--- src/dfkp_pkg.sv ---
// Package: constants, types and codes for the drive fault keypad panel
// How it works
// [RULE_01] Jog drives set velocity while plus or minus held, zero on release.
// [RULE_02] Up to sixteen enabled position registers compared against actual position.
// [RULE_03] Baud code decodes to kbit/s per the fixed coding table.
// [RULE_04] New address or baud code applies only after a power cycle.
// [RULE_05] Standard menu by default; advanced only if right key held at power-up.
// [RULE_06] Up press: next item or plus one; rapid double press plus ten.
// [RULE_07] Down press: minus one; rapid double press minus ten.
// [RULE_08] Right held then left pressed confirms the edited number.
// [RULE_09] Edited station address stored automatically when leaving the field.
// [RULE_10] Active fault shown on display as its fault number.
// [RULE_11] Any fault opens ready contact, disables output stage, applies brake.
// [RULE_12] Status codes: normal, updating, programming, restart lock low while disabled.
// [RULE_13] F01 heat sink over threshold, default 80 C, clearable.
// [RULE_14] F05 DC bus undervoltage, default 100 V, clearable.
// [RULE_15] Fault numbers F02 to F14 assigned to their causes.
// [RULE_16] Fault numbers F15 to F32 assigned to their causes.
// [RULE_17] F22 and F31 never raised; F24 warning as fault; F30 e-stop timeout.
// [RULE_18] F27 when restart lock enable and hardware enable rise together.
// [RULE_19] Faults 1,2,3,5,8,13,16,19 clear by clear command; others need reset.
// [RULE_20] Reset with exactly one clearable fault only clears faults.
// [RULE_21] Warnings shown as codes while ready contact and output stage stay on.
// [RULE_22] Double press needs second press within a window after first release.
// [RULE_23] Keys and fault inputs debounced over a set number of cycles.
package dfkp_pkg;
	localparam int unsigned NUM_FAULTS    = 32;
	localparam int unsigned NUM_POSREG    = 16;
	localparam int unsigned DEB_CYCLES    = 16;
	localparam int unsigned DBL_WINDOW    = 64;
	localparam int unsigned CLK_MHZ       = 250;
	// Fault bit i stands for fault number i+1
	localparam logic [31:0] CLEARABLE_MASK = 32'h0004_9097;
	localparam logic [31:0] RESERVED_MASK  = 32'h4020_0000;
	localparam logic [7:0]  HEAT_LIMIT_C   = 8'h50;
	localparam logic [11:0] UNDERVOLT_V    = 12'h064;
	localparam logic [6:0]  ADDR_MAX       = 7'h7f;
	// Display codes for status
	localparam logic [7:0]  DISP_NORMAL    = 8'h00;
	localparam logic [7:0]  DISP_UPDATING  = 8'hf1;
	localparam logic [7:0]  DISP_PROGRAM   = 8'hf2;
	localparam logic [7:0]  DISP_RLOCK     = 8'hf3;
	localparam logic [7:0]  DISP_WARN_BASE = 8'h80;
	// AXI4-Lite register map
	localparam logic [7:0]  REG_CTRL       = 8'h00;
	localparam logic [7:0]  REG_JOG_VEL    = 8'h04;
	localparam logic [7:0]  REG_STATUS     = 8'h08;
	localparam logic [7:0]  REG_FAULTS     = 8'h0c;
	localparam logic [7:0]  REG_CONFIG     = 8'h10;
	localparam logic [7:0]  REG_POS_EN     = 8'h14;
	localparam logic [7:0]  REG_POS_HIT    = 8'h18;
	localparam logic [7:0]  REG_POS_BASE   = 8'h40;
	localparam logic [1:0]  RESP_OKAY      = 2'b00;
	localparam logic [1:0]  RESP_SLVERR    = 2'b10;

	typedef struct packed {
		logic ready_contact;
		logic stage_on;
		logic brake_on;
	} dfkp_safe_t;

	typedef enum logic [1:0] {
		DFKP_IDLE = 2'b00,
		DFKP_DOWN = 2'b01,
		DFKP_WAIT = 2'b11
	} dfkp_key_st_t;

	// Baud code to kbit/s; zero means not a valid code
	function automatic logic [15:0] baud_kbps(input logic [7:0] code);
		unique case (code)
			8'h01:   baud_kbps = 16'h000a;
			8'h02:   baud_kbps = 16'h0014;
			8'h05:   baud_kbps = 16'h0032;
			8'h0a:   baud_kbps = 16'h0064;
			8'h0c:   baud_kbps = 16'h007d;
			8'h19:   baud_kbps = 16'h00fa;
			8'h21:   baud_kbps = 16'h014d;
			8'h32:   baud_kbps = 16'h01f4;
			8'h42:   baud_kbps = 16'h029a;
			8'h50:   baud_kbps = 16'h0320;
			8'h64:   baud_kbps = 16'h03e8;
			default: baud_kbps = 16'h0000;
		endcase
	endfunction
endpackage

--- src/dfkp_panel.sv ---
// Front panel supervisory logic: keys, menus, fault handling, AXI4-Lite registers
module dfkp_panel (
	// Clock and reset
	input  wire logic                 clk_in,
	input  wire logic                 rst_n_in,
	// Keys and enables (pins)
	input  wire logic                 key_up_in,
	input  wire logic                 key_down_in,
	input  wire logic                 key_right_in,
	input  wire logic                 key_left_in,
	input  wire logic                 jog_plus_in,
	input  wire logic                 jog_minus_in,
	input  wire logic                 restart_lock_enable_in,
	input  wire logic                 hw_enable_in,
	input  wire logic                 reset_button_in,
	// Fault sources (bit i = fault i+1), pins
	input  wire logic [31:0]          fault_src_in,
	input  wire logic [31:0]          warning_in,
	input  wire logic [7:0]           heatsink_temp_in,
	input  wire logic [11:0]          dc_bus_volt_in,
	input  wire logic                 warn_as_fault_in,
	input  wire logic                 estop_timeout_in,
	input  wire logic                 updating_in,
	input  wire logic [31:0]          actual_pos_in,
	// AXI4-Lite slave
	input  wire logic [7:0]           s_axi_awaddr,
	input  wire logic                 s_axi_awvalid,
	output logic                      s_axi_awready,
	input  wire logic [31:0]          s_axi_wdata,
	input  wire logic [3:0]           s_axi_wstrb,
	input  wire logic                 s_axi_wvalid,
	output logic                      s_axi_wready,
	output logic [1:0]                s_axi_bresp,
	output logic                      s_axi_bvalid,
	input  wire logic                 s_axi_bready,
	input  wire logic [7:0]           s_axi_araddr,
	input  wire logic                 s_axi_arvalid,
	output logic                      s_axi_arready,
	output logic [31:0]               s_axi_rdata,
	output logic [1:0]                s_axi_rresp,
	output logic                      s_axi_rvalid,
	input  wire logic                 s_axi_rready,
	// Power stage and display
	output dfkp_pkg::dfkp_safe_t      safe_out,
	output logic [15:0]               jog_vel_out,
	output logic [7:0]                display_out,
	output logic                      advanced_menu_out,
	output logic [6:0]                station_addr_out,
	output logic [15:0]               baud_kbps_out,
	output logic [15:0]               pos_hit_out
);
	logic       rst_s1, rst_n;
	always_ff @(posedge clk_in or negedge rst_n_in) begin
		if (!rst_n_in) begin
			rst_s1 <= 1'b0;
			rst_n  <= 1'b0;
		end else begin
			rst_s1 <= 1'b1;
			rst_n  <= rst_s1;
		end
	end

	// Two-flop sync then debounce on every single-bit key, enable and status pin (not reset or AXI4-Lite) and on the fault and warning words
	localparam int NP = 78;
	logic [NP-1:0] raw, s1, s2, deb;
	assign raw = {key_up_in, key_down_in, key_right_in, key_left_in, jog_plus_in, jog_minus_in,
		restart_lock_enable_in, hw_enable_in, reset_button_in, warn_as_fault_in, estop_timeout_in,
		updating_in, fault_src_in, warning_in, 2'b00};
	always_ff @(posedge clk_in or negedge rst_n) begin
		if (!rst_n) begin
			s1 <= '0;
			s2 <= '0;
		end else begin
			s1 <= raw;
			s2 <= s1;
		end
	end
	genvar g;
	generate
		for (g = 0; g < NP; g++) begin : g_deb
			logic [4:0] cnt;
			always_ff @(posedge clk_in or negedge rst_n) begin
				if (!rst_n) begin
					cnt      <= '0;
					deb[g]   <= 1'b0;
				end else if (s2[g] == deb[g]) begin
					cnt <= '0;
				end else if (cnt == 5'(dfkp_pkg::DEB_CYCLES - 1)) begin
					cnt    <= '0;
					deb[g] <= s2[g]; // RULE_23
				end else begin
					cnt <= cnt + 5'd1;
				end
			end
		end
	endgenerate
	logic k_up, k_dn, k_rt, k_lt, j_p, j_m, rl_en, hw_en, rst_btn, waf, eto, upd;
	logic [31:0] f_src, warn;
	assign {k_up, k_dn, k_rt, k_lt, j_p, j_m, rl_en, hw_en, rst_btn, waf, eto, upd} = deb[77:66];
	assign f_src = deb[65:34];
	assign warn  = deb[33:2];
	// Analog levels sampled twice; they are multi-bit and slow so no debounce
	logic [7:0]  temp_s1, temp_s2;
	logic [11:0] volt_s1, volt_s2;
	logic [31:0] pos_s1, pos_s2;
	always_ff @(posedge clk_in or negedge rst_n) begin
		if (!rst_n) begin
			temp_s1 <= '0;
			temp_s2 <= '0;
			volt_s1 <= 12'hfff;
			volt_s2 <= 12'hfff;
			pos_s1  <= '0;
			pos_s2  <= '0;
		end else begin
			temp_s1 <= heatsink_temp_in;
			temp_s2 <= temp_s1;
			volt_s1 <= dc_bus_volt_in;
			volt_s2 <= volt_s1;
			pos_s1  <= actual_pos_in;
			pos_s2  <= pos_s1;
		end
	end

	// Key press detection with double-press window
	logic up_d, dn_d, lt_d, cfm;
	logic [7:0] up_win, dn_win;
	logic up_one, up_ten, dn_one, dn_ten;
	always_ff @(posedge clk_in or negedge rst_n) begin
		if (!rst_n) begin
			up_d   <= 1'b0;
			dn_d   <= 1'b0;
			lt_d   <= 1'b0;
			up_win <= '0;
			dn_win <= '0;
		end else begin
			up_d <= k_up;
			dn_d <= k_dn;
			lt_d <= k_lt;
			if (!k_up && up_d)
				up_win <= 8'(dfkp_pkg::DBL_WINDOW); // RULE_22
			else if (up_win != 8'h00)
				up_win <= up_win - 8'h01;
			if (!k_dn && dn_d)
				dn_win <= 8'(dfkp_pkg::DBL_WINDOW);
			else if (dn_win != 8'h00)
				dn_win <= dn_win - 8'h01;
		end
	end
	// The first press already stepped one; a quick second press adds nine more
	assign up_one = k_up && !up_d && up_win == 8'h00;
	assign up_ten = k_up && !up_d && up_win != 8'h00; // RULE_22
	assign dn_one = k_dn && !dn_d && dn_win == 8'h00;
	assign dn_ten = k_dn && !dn_d && dn_win != 8'h00;
	assign cfm    = k_lt && !lt_d && k_rt; // RULE_08

	// Menu mode follows the right key until the debounced pins have settled after reset, then holds
	logic [5:0]  menu_settle;
	logic [15:0] edit_num;
	logic [3:0]  menu_item;
	logic [6:0]  addr_store = 7'h00; // Nonvolatile: kept across reset
	logic [7:0]  baud_store = 8'h01;
	logic        editing;
	always_ff @(posedge clk_in or negedge rst_n) begin
		if (!rst_n) begin
			menu_settle       <= '0;
			advanced_menu_out <= 1'b0;
		end else if (menu_settle != 6'(dfkp_pkg::DEB_CYCLES + 8)) begin
			menu_settle       <= menu_settle + 6'd1;
			advanced_menu_out <= k_rt; // RULE_05
		end
	end
	always_ff @(posedge clk_in or negedge rst_n) begin
		if (!rst_n) begin
			edit_num   <= '0;
			menu_item  <= '0;
			editing    <= 1'b0;
		end else begin
			if (!editing && up_one)
				menu_item <= menu_item + 4'd1; // RULE_06
			else if (editing && up_one)
				edit_num <= edit_num + 16'd1;
			else if (editing && up_ten)
				edit_num <= edit_num + 16'd9;
			else if (editing && dn_one)
				edit_num <= edit_num - 16'd1; // RULE_07
			else if (editing && dn_ten)
				edit_num <= edit_num - 16'd9;
			if (cfm && !editing) begin
				editing <= 1'b1;
				edit_num <= (menu_item == 4'd0) ? {9'd0, addr_store} : {8'd0, baud_store};
			end else if (cfm && editing) begin
				// Leaving the field commits with no separate save
				editing <= 1'b0;
			end
		end
	end
	always_ff @(posedge clk_in) begin
		if (cfm && editing && menu_item == 4'd0 && edit_num <= {9'd0, dfkp_pkg::ADDR_MAX})
			addr_store <= edit_num[6:0]; // RULE_09
		else if (cfm && editing && menu_item == 4'd1 && dfkp_pkg::baud_kbps(edit_num[7:0]) != 16'h0000)
			baud_store <= edit_num[7:0];
	end
	// Active values are captured only once per power-up
	logic cfg_taken;
	always_ff @(posedge clk_in or negedge rst_n) begin
		if (!rst_n) begin
			cfg_taken        <= 1'b0;
			station_addr_out <= '0;
			baud_kbps_out    <= '0;
		end else if (!cfg_taken) begin
			cfg_taken        <= 1'b1;
			station_addr_out <= addr_store; // RULE_04
			baud_kbps_out    <= dfkp_pkg::baud_kbps(baud_store); // RULE_03
		end
	end

	// Fault collection
	logic [31:0] fault_now, fault_lat;
	logic        en_d, rl_d, clr_cmd, rst_req, one_clr, drive_en;
	logic        sw_enable, sw_clear, sw_reset;
	logic [15:0] jog_reg;
	always_comb begin
		fault_now      = f_src & ~dfkp_pkg::RESERVED_MASK; // RULE_17
		fault_now[0]   = fault_now[0] | (temp_s2 > dfkp_pkg::HEAT_LIMIT_C); // RULE_13
		fault_now[4]   = fault_now[4] | (volt_s2 < dfkp_pkg::UNDERVOLT_V); // RULE_14
		fault_now[23]  = fault_now[23] | waf;
		fault_now[29]  = fault_now[29] | eto;
		fault_now[26]  = fault_now[26] | (rl_en && hw_en && !rl_d && !en_d); // RULE_18
	end
	assign rst_req = rst_btn || sw_reset;
	assign one_clr = $onehot(fault_lat) && |(fault_lat & dfkp_pkg::CLEARABLE_MASK); // RULE_20
	always_ff @(posedge clk_in or negedge rst_n) begin
		if (!rst_n) begin
			fault_lat <= '0;
			en_d      <= 1'b0;
			rl_d      <= 1'b0;
		end else begin
			en_d <= hw_en;
			rl_d <= rl_en;
			// New events win over the clear in the same cycle
			if (clr_cmd || (rst_req && one_clr))
				fault_lat <= (fault_lat & ~dfkp_pkg::CLEARABLE_MASK) | fault_now; // RULE_19
			else if (rst_req)
				fault_lat <= fault_now;
			else
				fault_lat <= fault_lat | fault_now; // RULE_15 RULE_16
		end
	end
	assign drive_en = hw_en && sw_enable && fault_lat == 32'h0;
	assign safe_out.ready_contact = fault_lat == 32'h0; // RULE_11 RULE_21
	assign safe_out.stage_on      = drive_en;
	assign safe_out.brake_on      = !drive_en;
	assign jog_vel_out = (drive_en && j_p && !j_m) ? jog_reg :
		(drive_en && j_m && !j_p) ? -jog_reg : 16'h0000; // RULE_01

	// Display: lowest numbered fault first, then lowest numbered warning, then status
	always_ff @(posedge clk_in or negedge rst_n) begin
		if (!rst_n) begin
			display_out <= dfkp_pkg::DISP_NORMAL;
		end else begin
			display_out <= dfkp_pkg::DISP_NORMAL;
			if (upd)
				display_out <= dfkp_pkg::DISP_UPDATING; // RULE_12
			else if (editing)
				display_out <= dfkp_pkg::DISP_PROGRAM;
			else if (!rl_en && !drive_en)
				display_out <= dfkp_pkg::DISP_RLOCK;
			for (int i = 31; i >= 0; i--) begin
				if (warn[i] && fault_lat == 32'h0)
					display_out <= dfkp_pkg::DISP_WARN_BASE | 8'(i + 1);
			end
			for (int i = 31; i >= 0; i--) begin
				if (fault_lat[i])
					display_out <= 8'(i + 1); // RULE_10
			end
		end
	end

	// Position registers
	logic [31:0] pos_val [dfkp_pkg::NUM_POSREG];
	logic [15:0] pos_en;
	generate
		for (g = 0; g < 16; g++) begin : g_pos
			always_ff @(posedge clk_in or negedge rst_n) begin
				if (!rst_n)
					pos_hit_out[g] <= 1'b0;
				else
					pos_hit_out[g] <= pos_en[g] && $signed(pos_s2) >= $signed(pos_val[g]); // RULE_02
			end
		end
	endgenerate

	// AXI4-Lite: write taken when both address and data present, one outstanding
	logic       wr_go;
	logic [7:0] wa;
	assign wr_go         = s_axi_awvalid && s_axi_wvalid && !s_axi_bvalid;
	assign s_axi_awready = wr_go;
	assign s_axi_wready  = wr_go;
	assign s_axi_arready = !s_axi_rvalid;
	assign wa            = s_axi_awaddr;
	always_ff @(posedge clk_in or negedge rst_n) begin
		if (!rst_n) begin
			s_axi_bvalid <= 1'b0;
			s_axi_bresp  <= dfkp_pkg::RESP_OKAY;
			sw_enable    <= 1'b0;
			sw_clear     <= 1'b0;
			sw_reset     <= 1'b0;
			jog_reg      <= '0;
			pos_en       <= '0;
			for (int i = 0; i < 16; i++)
				pos_val[i] <= '0;
		end else begin
			sw_clear <= 1'b0;
			sw_reset <= 1'b0;
			if (s_axi_bvalid && s_axi_bready)
				s_axi_bvalid <= 1'b0;
			if (wr_go) begin
				s_axi_bvalid <= 1'b1;
				s_axi_bresp  <= dfkp_pkg::RESP_OKAY;
				if (wa == dfkp_pkg::REG_CTRL && s_axi_wstrb[0]) begin
					sw_enable <= s_axi_wdata[0];
					sw_clear  <= s_axi_wdata[1];
					sw_reset  <= s_axi_wdata[2];
				end else if (wa == dfkp_pkg::REG_JOG_VEL) begin
					if (s_axi_wstrb[0]) jog_reg[7:0]  <= s_axi_wdata[7:0];
					if (s_axi_wstrb[1]) jog_reg[15:8] <= s_axi_wdata[15:8];
				end else if (wa == dfkp_pkg::REG_POS_EN) begin
					if (s_axi_wstrb[0]) pos_en[7:0]  <= s_axi_wdata[7:0];
					if (s_axi_wstrb[1]) pos_en[15:8] <= s_axi_wdata[15:8];
				end else if (wa[7:6] == 2'b01 && wa[1:0] == 2'b00) begin
					for (int b = 0; b < 4; b++)
						if (s_axi_wstrb[b]) pos_val[wa[5:2]][8*b +: 8] <= s_axi_wdata[8*b +: 8];
				end else begin
					s_axi_bresp <= dfkp_pkg::RESP_SLVERR;
				end
			end
		end
	end
	assign clr_cmd = sw_clear;

	always_ff @(posedge clk_in or negedge rst_n) begin
		if (!rst_n) begin
			s_axi_rvalid <= 1'b0;
			s_axi_rdata  <= '0;
			s_axi_rresp  <= dfkp_pkg::RESP_OKAY;
		end else if (s_axi_rvalid) begin
			if (s_axi_rready)
				s_axi_rvalid <= 1'b0;
		end else if (s_axi_arvalid) begin
			s_axi_rvalid <= 1'b1;
			s_axi_rresp  <= dfkp_pkg::RESP_OKAY;
			s_axi_rdata  <= '0;
			if (s_axi_araddr == dfkp_pkg::REG_CTRL)
				s_axi_rdata <= {31'd0, sw_enable};
			else if (s_axi_araddr == dfkp_pkg::REG_JOG_VEL)
				s_axi_rdata <= {16'd0, jog_reg};
			else if (s_axi_araddr == dfkp_pkg::REG_STATUS)
				s_axi_rdata <= {16'd0, advanced_menu_out, editing, drive_en, 5'd0, display_out};
			else if (s_axi_araddr == dfkp_pkg::REG_FAULTS)
				s_axi_rdata <= fault_lat;
			else if (s_axi_araddr == dfkp_pkg::REG_CONFIG)
				s_axi_rdata <= {baud_kbps_out, 1'b0, station_addr_out, baud_store};
			else if (s_axi_araddr == dfkp_pkg::REG_POS_EN)
				s_axi_rdata <= {16'd0, pos_en};
			else if (s_axi_araddr == dfkp_pkg::REG_POS_HIT)
				s_axi_rdata <= {16'd0, pos_hit_out};
			else if (s_axi_araddr[7:6] == 2'b01 && s_axi_araddr[1:0] == 2'b00)
				s_axi_rdata <= pos_val[s_axi_araddr[5:2]];
			else
				s_axi_rresp <= dfkp_pkg::RESP_SLVERR;
		end
	end

	// Checks
	a_fault_safe_state: assert property (@(posedge clk_in) disable iff (!rst_n) // RULE_11
		(fault_lat != 32'h0) |-> (!safe_out.ready_contact && !safe_out.stage_on && safe_out.brake_on))
		else $error("fault without safe state");
	a_reserved_never: assert property (@(posedge clk_in) disable iff (!rst_n) // RULE_17
		(fault_lat[21] == 1'b0 && fault_lat[30] == 1'b0))
		else $error("reserved fault raised");
	a_clear_keeps_hard: assert property (@(posedge clk_in) disable iff (!rst_n) // RULE_19
		(clr_cmd && !rst_req) |=> ((fault_lat & ~dfkp_pkg::CLEARABLE_MASK) ==
		($past(fault_lat) & ~dfkp_pkg::CLEARABLE_MASK | ($past(fault_now) & ~dfkp_pkg::CLEARABLE_MASK))))
		else $error("clear removed a hard fault");
	a_jog_stop_release: assert property (@(posedge clk_in) disable iff (!rst_n) // RULE_01
		(!j_p && !j_m) |-> jog_vel_out == 16'h0000)
		else $error("jog moving with no button");
	a_heat_fault: assert property (@(posedge clk_in) disable iff (!rst_n) // RULE_13
		(temp_s2 > dfkp_pkg::HEAT_LIMIT_C) |=> fault_lat[0])
		else $error("heat fault missed");
	a_undervolt_fault: assert property (@(posedge clk_in) disable iff (!rst_n) // RULE_14
		(volt_s2 < dfkp_pkg::UNDERVOLT_V) |=> fault_lat[4])
		else $error("undervoltage fault missed");
	a_config_frozen: assert property (@(posedge clk_in) disable iff (!rst_n) // RULE_04
		cfg_taken |=> $stable(station_addr_out) && $stable(baud_kbps_out))
		else $error("address changed without power cycle");
	a_fault_display: assert property (@(posedge clk_in) disable iff (!rst_n) // RULE_10
		(fault_lat == 32'h1) |=> display_out == 8'h01)
		else $error("fault number not shown");
endmodule // dfkp_panel

--- config.mk ---
export PLATFORM = sky130hd
export DESIGN_NAME = dfkp_panel
export DESIGN_NICKNAME = d
export VERILOG_FILES = /design/src/dfkp_pkg.sv /design/src/dfkp_panel.sv
export SDC_FILE = /design/constraint.sdc
export NUM_CORES = 2
export LEC_CHECK = 0
export BUFFER_PORTS_ARGS = -buffer_cell sky130_fd_sc_hd__buf_2
export CAP_MARGIN = 20
export CORE_ASPECT_RATIO = 1.75
export CORE_MARGIN = 2
export CORE_UTILIZATION = 60
export CTS_BUF_LIST = sky130_fd_sc_hd__clkbuf_8
export DETAILED_ROUTE_END_ITERATION = 10
export PLACE_DENSITY = 0.78
export SETUP_SLACK_MARGIN = 0.15
export SKIP_CTS_REPAIR_TIMING = 1
export SLEW_MARGIN = 20
export SYNTH_ARGS = -nofsm -noshare
export SYNTH_HDL_FRONTEND = slang
export SYNTH_SLANG_ARGS = --single-unit
--- constraint.sdc ---
create_clock -name clk_in -period 122.7 [get_ports clk_in]
set_clock_uncertainty 0.1 [all_clocks]
set_input_delay 12.27 -clock clk_in [delete_from_list [all_inputs] [get_ports clk_in]]
set_output_delay 12.27 -clock clk_in [all_outputs]
set_load 0.02 [all_outputs]
======== Yosys cells after proc, flatten, opt, wreduce, memory -nomap -nowiden ========
Index checks and enable logic that the tools add are counted.
word-level totals
  memories kept ........................... 0
  flip-flop bits (word level) ............. 1431
  memory bits (writable) .................. 0
  latch bits .............................. 0
  memory bits (read-only) ................. 0
  output and inout bits ................... 108
  word-level logic and storage cells ...... 1131
operators by class
  $lt $le $gt $ge ......................... 22
  $mul .................................... 0
  div/mod/pow operators ................... 0
  shift-type cells ........................ 0
  add/sub/neg operators ................... 114
  mux-type cells .......................... 298
  equality and inequality tests ........... 184
  reductions and logical operators ........ 204
  bitwise operators ....................... 88
operator list
  kind                                                                   count
  512-bit two-way mux                                                    19
  512-bit bitwise mux                                                    4
  5-bit two-way mux                                                      148
  8-bit two-way mux                                                      73
  32-bit demux with 4-bit select                                         4
  32-bit >= comparator                                                   16
  32-bit two-way mux                                                     13
  5-bit by 1-bit adder with 5-bit output, second input constant          74
  5-bit by 4-bit equality test with 1-bit output, second input constant  74
  10-bit one-hot mux with 11 select lines                                2
  16-bit two-way mux                                                     10
  2-bit AND reduction                                                    78
  32-bit binary-select mux with 4-bit select                             1
  1-bit logical AND                                                      88
  1-bit NOT                                                              79
  1-bit equality test                                                    74
  32-bit bitwise OR                                                      2
  8-bit by 4-bit equality test with 1-bit output, second input constant  6
  8-bit by 5-bit equality test with 1-bit output, second input constant  6
  8-bit by 7-bit equality test with 1-bit output, second input constant  6
  1-bit by 1-bit adder with 2-bit output                                 16
  8-bit by 3-bit equality test with 1-bit output, second input constant  4
  8-bit by 6-bit equality test with 1-bit output, second input constant  4
  32-bit logical NOT                                                     1
  41 further kinds                                                       108

======== Depth between registers and ports, before layout ========
  word-level depth ........................ 71
  depth in mapped cells ................... 18
  depth with buffers taken out ............ 17

======== Worst setup path before layout ========
No wires, ideal clock.
  kind .................................... in2out
  from .................................... input s_axi_awvalid
  to ...................................... output s_axi_wready
  path buffers ............................ 1
  stages .................................. 3
  setup slack ............................. 97.588 ns
  arrival ................................. 12.742 ns
  cell sequence ........................... nand3_1 inv_1 buf_4
between the ends
  longest elaborated chain between the ends .. 2
RTL lines
  what                            line               source
  from (decl)                     dfkp_panel.sv:27   input wire logic s_axi_awvalid,
  1-bit logical AND (2 in a row)  dfkp_panel.sv:296  assign wr_go = s_axi_awvalid && s_axi_wvalid && !s_axi_bvalid;
  to (decl)                       dfkp_panel.sv:32   output logic s_axi_wready,
No other way between the ends.

======== Final worst setup path ========
Same ends and word-level chain as after synthesis.

==> results.tsv <==
stage	metric	value	unit
run_status	status	complete, no violations	
routing	Routed WL per cell	24.0	um
power_and_ir_drop	VDD IR max	0.0111	mV
cells_and_area	Finished Layout Cells	8819	
clock_tree	TritonCTS sink count	1413	
floorplan	Die W	265	um
synthesis	Syn Std Cell Area	0.0714	sq mm
cells_and_area	synth-to-layout area growth	10.5	%
placement	placed cell count	8436	
worst_setup_path	CP most frequent cell	buf_2	
global_routing	Tot GR Track Use	35.4	%
worst_setup_path	CP peak stage delay	0.16	ns
placement	Place WS	97.58	ns
synthesis	leading cell types by count after synthesis	dfrtp_1, o21ai_0, nand2_1, inv_1, ha_1	
cells_and_area	fin area	0.0789	sq mm
synthesis	register area share after synthesis	49.7	%
synthesis	synthesized netlist cell count	6782	
cells_and_area	register with the most flip-flops	pos_val	
placement	IO buf count	282	
timing	Tcrit/Tclk final	20.5	%
floorplan	I/O pin count	295	
timing	relative slew slack	17.8	%
worst_setup_path	CP endpoint kind	output port	
global_routing	GR Overflow Total	0	
synthesis	share of flip-flops with an asynchronous set or reset	98.9	%
cells_and_area	proportion of layout cells with a drive suffix above 1	13.9	%
timing	FMAX	0.0398	GHz
cells_and_area	final core utilization	66.7	%
global_routing	first-pass GRT wire length	322000	um
power_and_ir_drop	Tot Pwr	0.997	mW
floorplan	full die area	0.122	sq mm
clock_tree	Reg clk slew, reported paths	0.06	ns
synthesis	Distinct cells, synth	85	
worst_setup_path	Slowest-stage cell, CP	buf_2	
synthesis	Synth area leader	dfrtp_1	
placement	DP Wirelength	156000	um
cells_and_area	Largest regs	pos_val (512), g_deb.cnt (370)	
clock_tree	worst skew pair latency	0.94	ns
synthesis	Synthesis Warnings	0	
worst_setup_path	critical path peak fanout	5	
global_routing	vias in the first global route	56100	
global_routing	antenna violations before repair	26	
timing	Hold Fails Final Rpt	0	
timing	fin crit period	25.12	ns
floorplan	die height	460	um
synthesis	mean area per synthesized cell	10.5	sq um
job	max cap viols	0	
synthesis	most frequent cell after synthesis	dfrtp_1	
worst_setup_path	Critical Path, Cell by Cell	buf_2 -> nand3_1 -> inv_1 -> buf_2	
power_and_ir_drop	PwrDens	12.6	mW/mm^2
synthesis	Yosys top cell area share	48.3	%
synthesis	main flop type after synthesis	dfrtp_1	
worst_setup_path	Worst Path Buf+Inv	3	
clock_tree	CTS tree	yes	
worst_setup_path	critical path data required time	110.33	ns
worst_setup_path	worst path arrival time	12.75	ns
routing	drt pass-1 iters	8	
hold_path	worst hold path type	register to register	
synthesis	Post-synth EDFFs	15	
cells_and_area	filler instances	9010	
clock_tree	clock buffer depth	3	
timing	setup TNS	0	ns
cells_and_area	Final #Nets	7953	
clock_tree	TritonCTS Buffers	201	
timing	max-slew violation count	0	
global_routing	largest net degree at the start of global routing	169	
placement	placer's final routability congestion estimate	1.01	
timing	RSZ-0062 raised after global routing	false	
routing	Remaining DRCs	0	
clock_tree	htree depth	4	
floorplan	Core Footprint	0.118	sq mm
routing	post-route ant nets	0	
timing	post-route worst setup slack	97.58	ns
cells_and_area	max reg flops	512	
worst_setup_path	Startpoint Class	input port	
placement	Placed Instance Area	0.0744	sq mm
routing	DRT Wirelength	212000	um
timing	tightest hold margin	0.234	ns
clock_tree	CTS root buf	clkbuf_8	
worst_setup_path	cell family with most CP delay	buffers and inverters	
synthesis	top post-synthesis cells by area	dfrtp_1, ha_1, o21ai_0	
timing	Worst Tran Pin Value	1.23	ns
power_and_ir_drop	Lkg Pwr	40.2	nW
routing	routed vias/inst	6.11	
routing	detailed-route via count	53900	
floorplan	initial core utilization	60.4	%
timing	final setup violation count	0	
worst_setup_path	CP Class	input port to output port	
routing	DRT iter0 DRCs	4725	
synthesis	synthesis-stage register bit count	1413	
floorplan	Rows	167	
[logic make-up (layout without fill, tap and decap cells)]
| group | after synthesis | after routing | synth area share (%) |
|---|---|---|---|
| simple gates | 1959 | 1959 | 12.7 |
| flops | 1413 | 1413 | 49.7 |
| compound gates | 1351 | 1351 | 11.1 |
| buf+inv | 856 | 1351 | 4.64 |
| fa+ha+maj | 644 | 644 | 11.5 |
| mux | 302 | 302 | 7.26 |
| xor+xnor | 255 | 255 | 3.13 |
| other cells | 2 | 23 | 0.0105 |
[path summary, 6_finish.rpt]
kind / to / startpoint / depth (start not counted) / slack, ns
worst min-delay path: pos_s2[25] / pos_s1[25] / 0 / 0.23
worst max-delay path: s_axi_wready / s_axi_awvalid / 4 / 97.58
worst max register to register: fault_lat[26] / fault_lat[11] / 19 / 117.03
min in group asynchronous: pos_val[322] / rst_n / 0 / 0.36
max in group asynchronous: rst_n / rst_n_in / 1 / 111.37
worst min register to register: pos_s2[25] / pos_s1[25] / 0 / 0.23
[worst reg2reg max path, cell delays in order (launching register included)]
cell and delay, ns:
dfrtp_1 0.36, buf_4 0.19, fa_1 0.55, inv_1 0.06, fa_1 0.48, inv_1 0.05, fa_1 0.48, fa_1 0.50
fa_1 0.53, inv_1 0.05, fa_1 0.42, inv_1 0.07, ha_1 0.17, inv_1 0.06, fa_1 0.37, a2111oi_0 0.38
a21oi_1 0.10, o21ai_2 0.14, buf_4 0.35, a211o_1 0.20
[placed cells by master, fill, tap and decap left out, types with 28 or more instances in the layout]
cell type / instances
dfrtp_1: 1377
o21ai_0: 749
inv_1: 679
nand2_1: 675
ha_1: 621
nor2_1: 515
buf_2: 280
clkbuf_8: 262
xor2_1: 235
nand3_1: 205
a21oi_1: 188
mux4_2: 160
and2_1: 129
a21o_1: 129
mux2_2: 127
nand4_1: 108
and3_1: 75
buf_4: 69
nor3_1: 65
nor2b_1: 50
a211oi_1: 34
nor4_1: 32
o21a_1: 30
clkinv_2: 28
nand2b_1: 28
[area by class of cell]
cell class	count	area, sq um	share of cell area (%)
antenna	13	32.5	0.0412
clock buffer	261	3590	4.55
clock inverter	105	817	1.04
inverter	628	2360	2.99
multi-input combinational	4521	32700	41.4
sequential	1413	35500	44.9
tap	1521	1900	2.41
timing repair buffer	357	2050	2.59
[where the power goes]
| group | switching, mW | internal (mW) |
|---|---|---|
| combinational | 0.0595 | 0.0332 |
| clock | 0.191 | 0.212 |
| sequential | 0.0160 | 0.485 |
| total | 0.266 | 0.731 |
[routing by layer]
metal	GRT usage, %	part of all wire, %	wire [um]	up-vias
met5	0	0.050	107	-
met3	9.08	8.4	17900	900
li1	-	-	-	24200
met2	58.3	48	101000	2377
met1	37.8	34	71600	26400
met4	30.4	10	21500	16
Power figures use the tool's default switching activity.
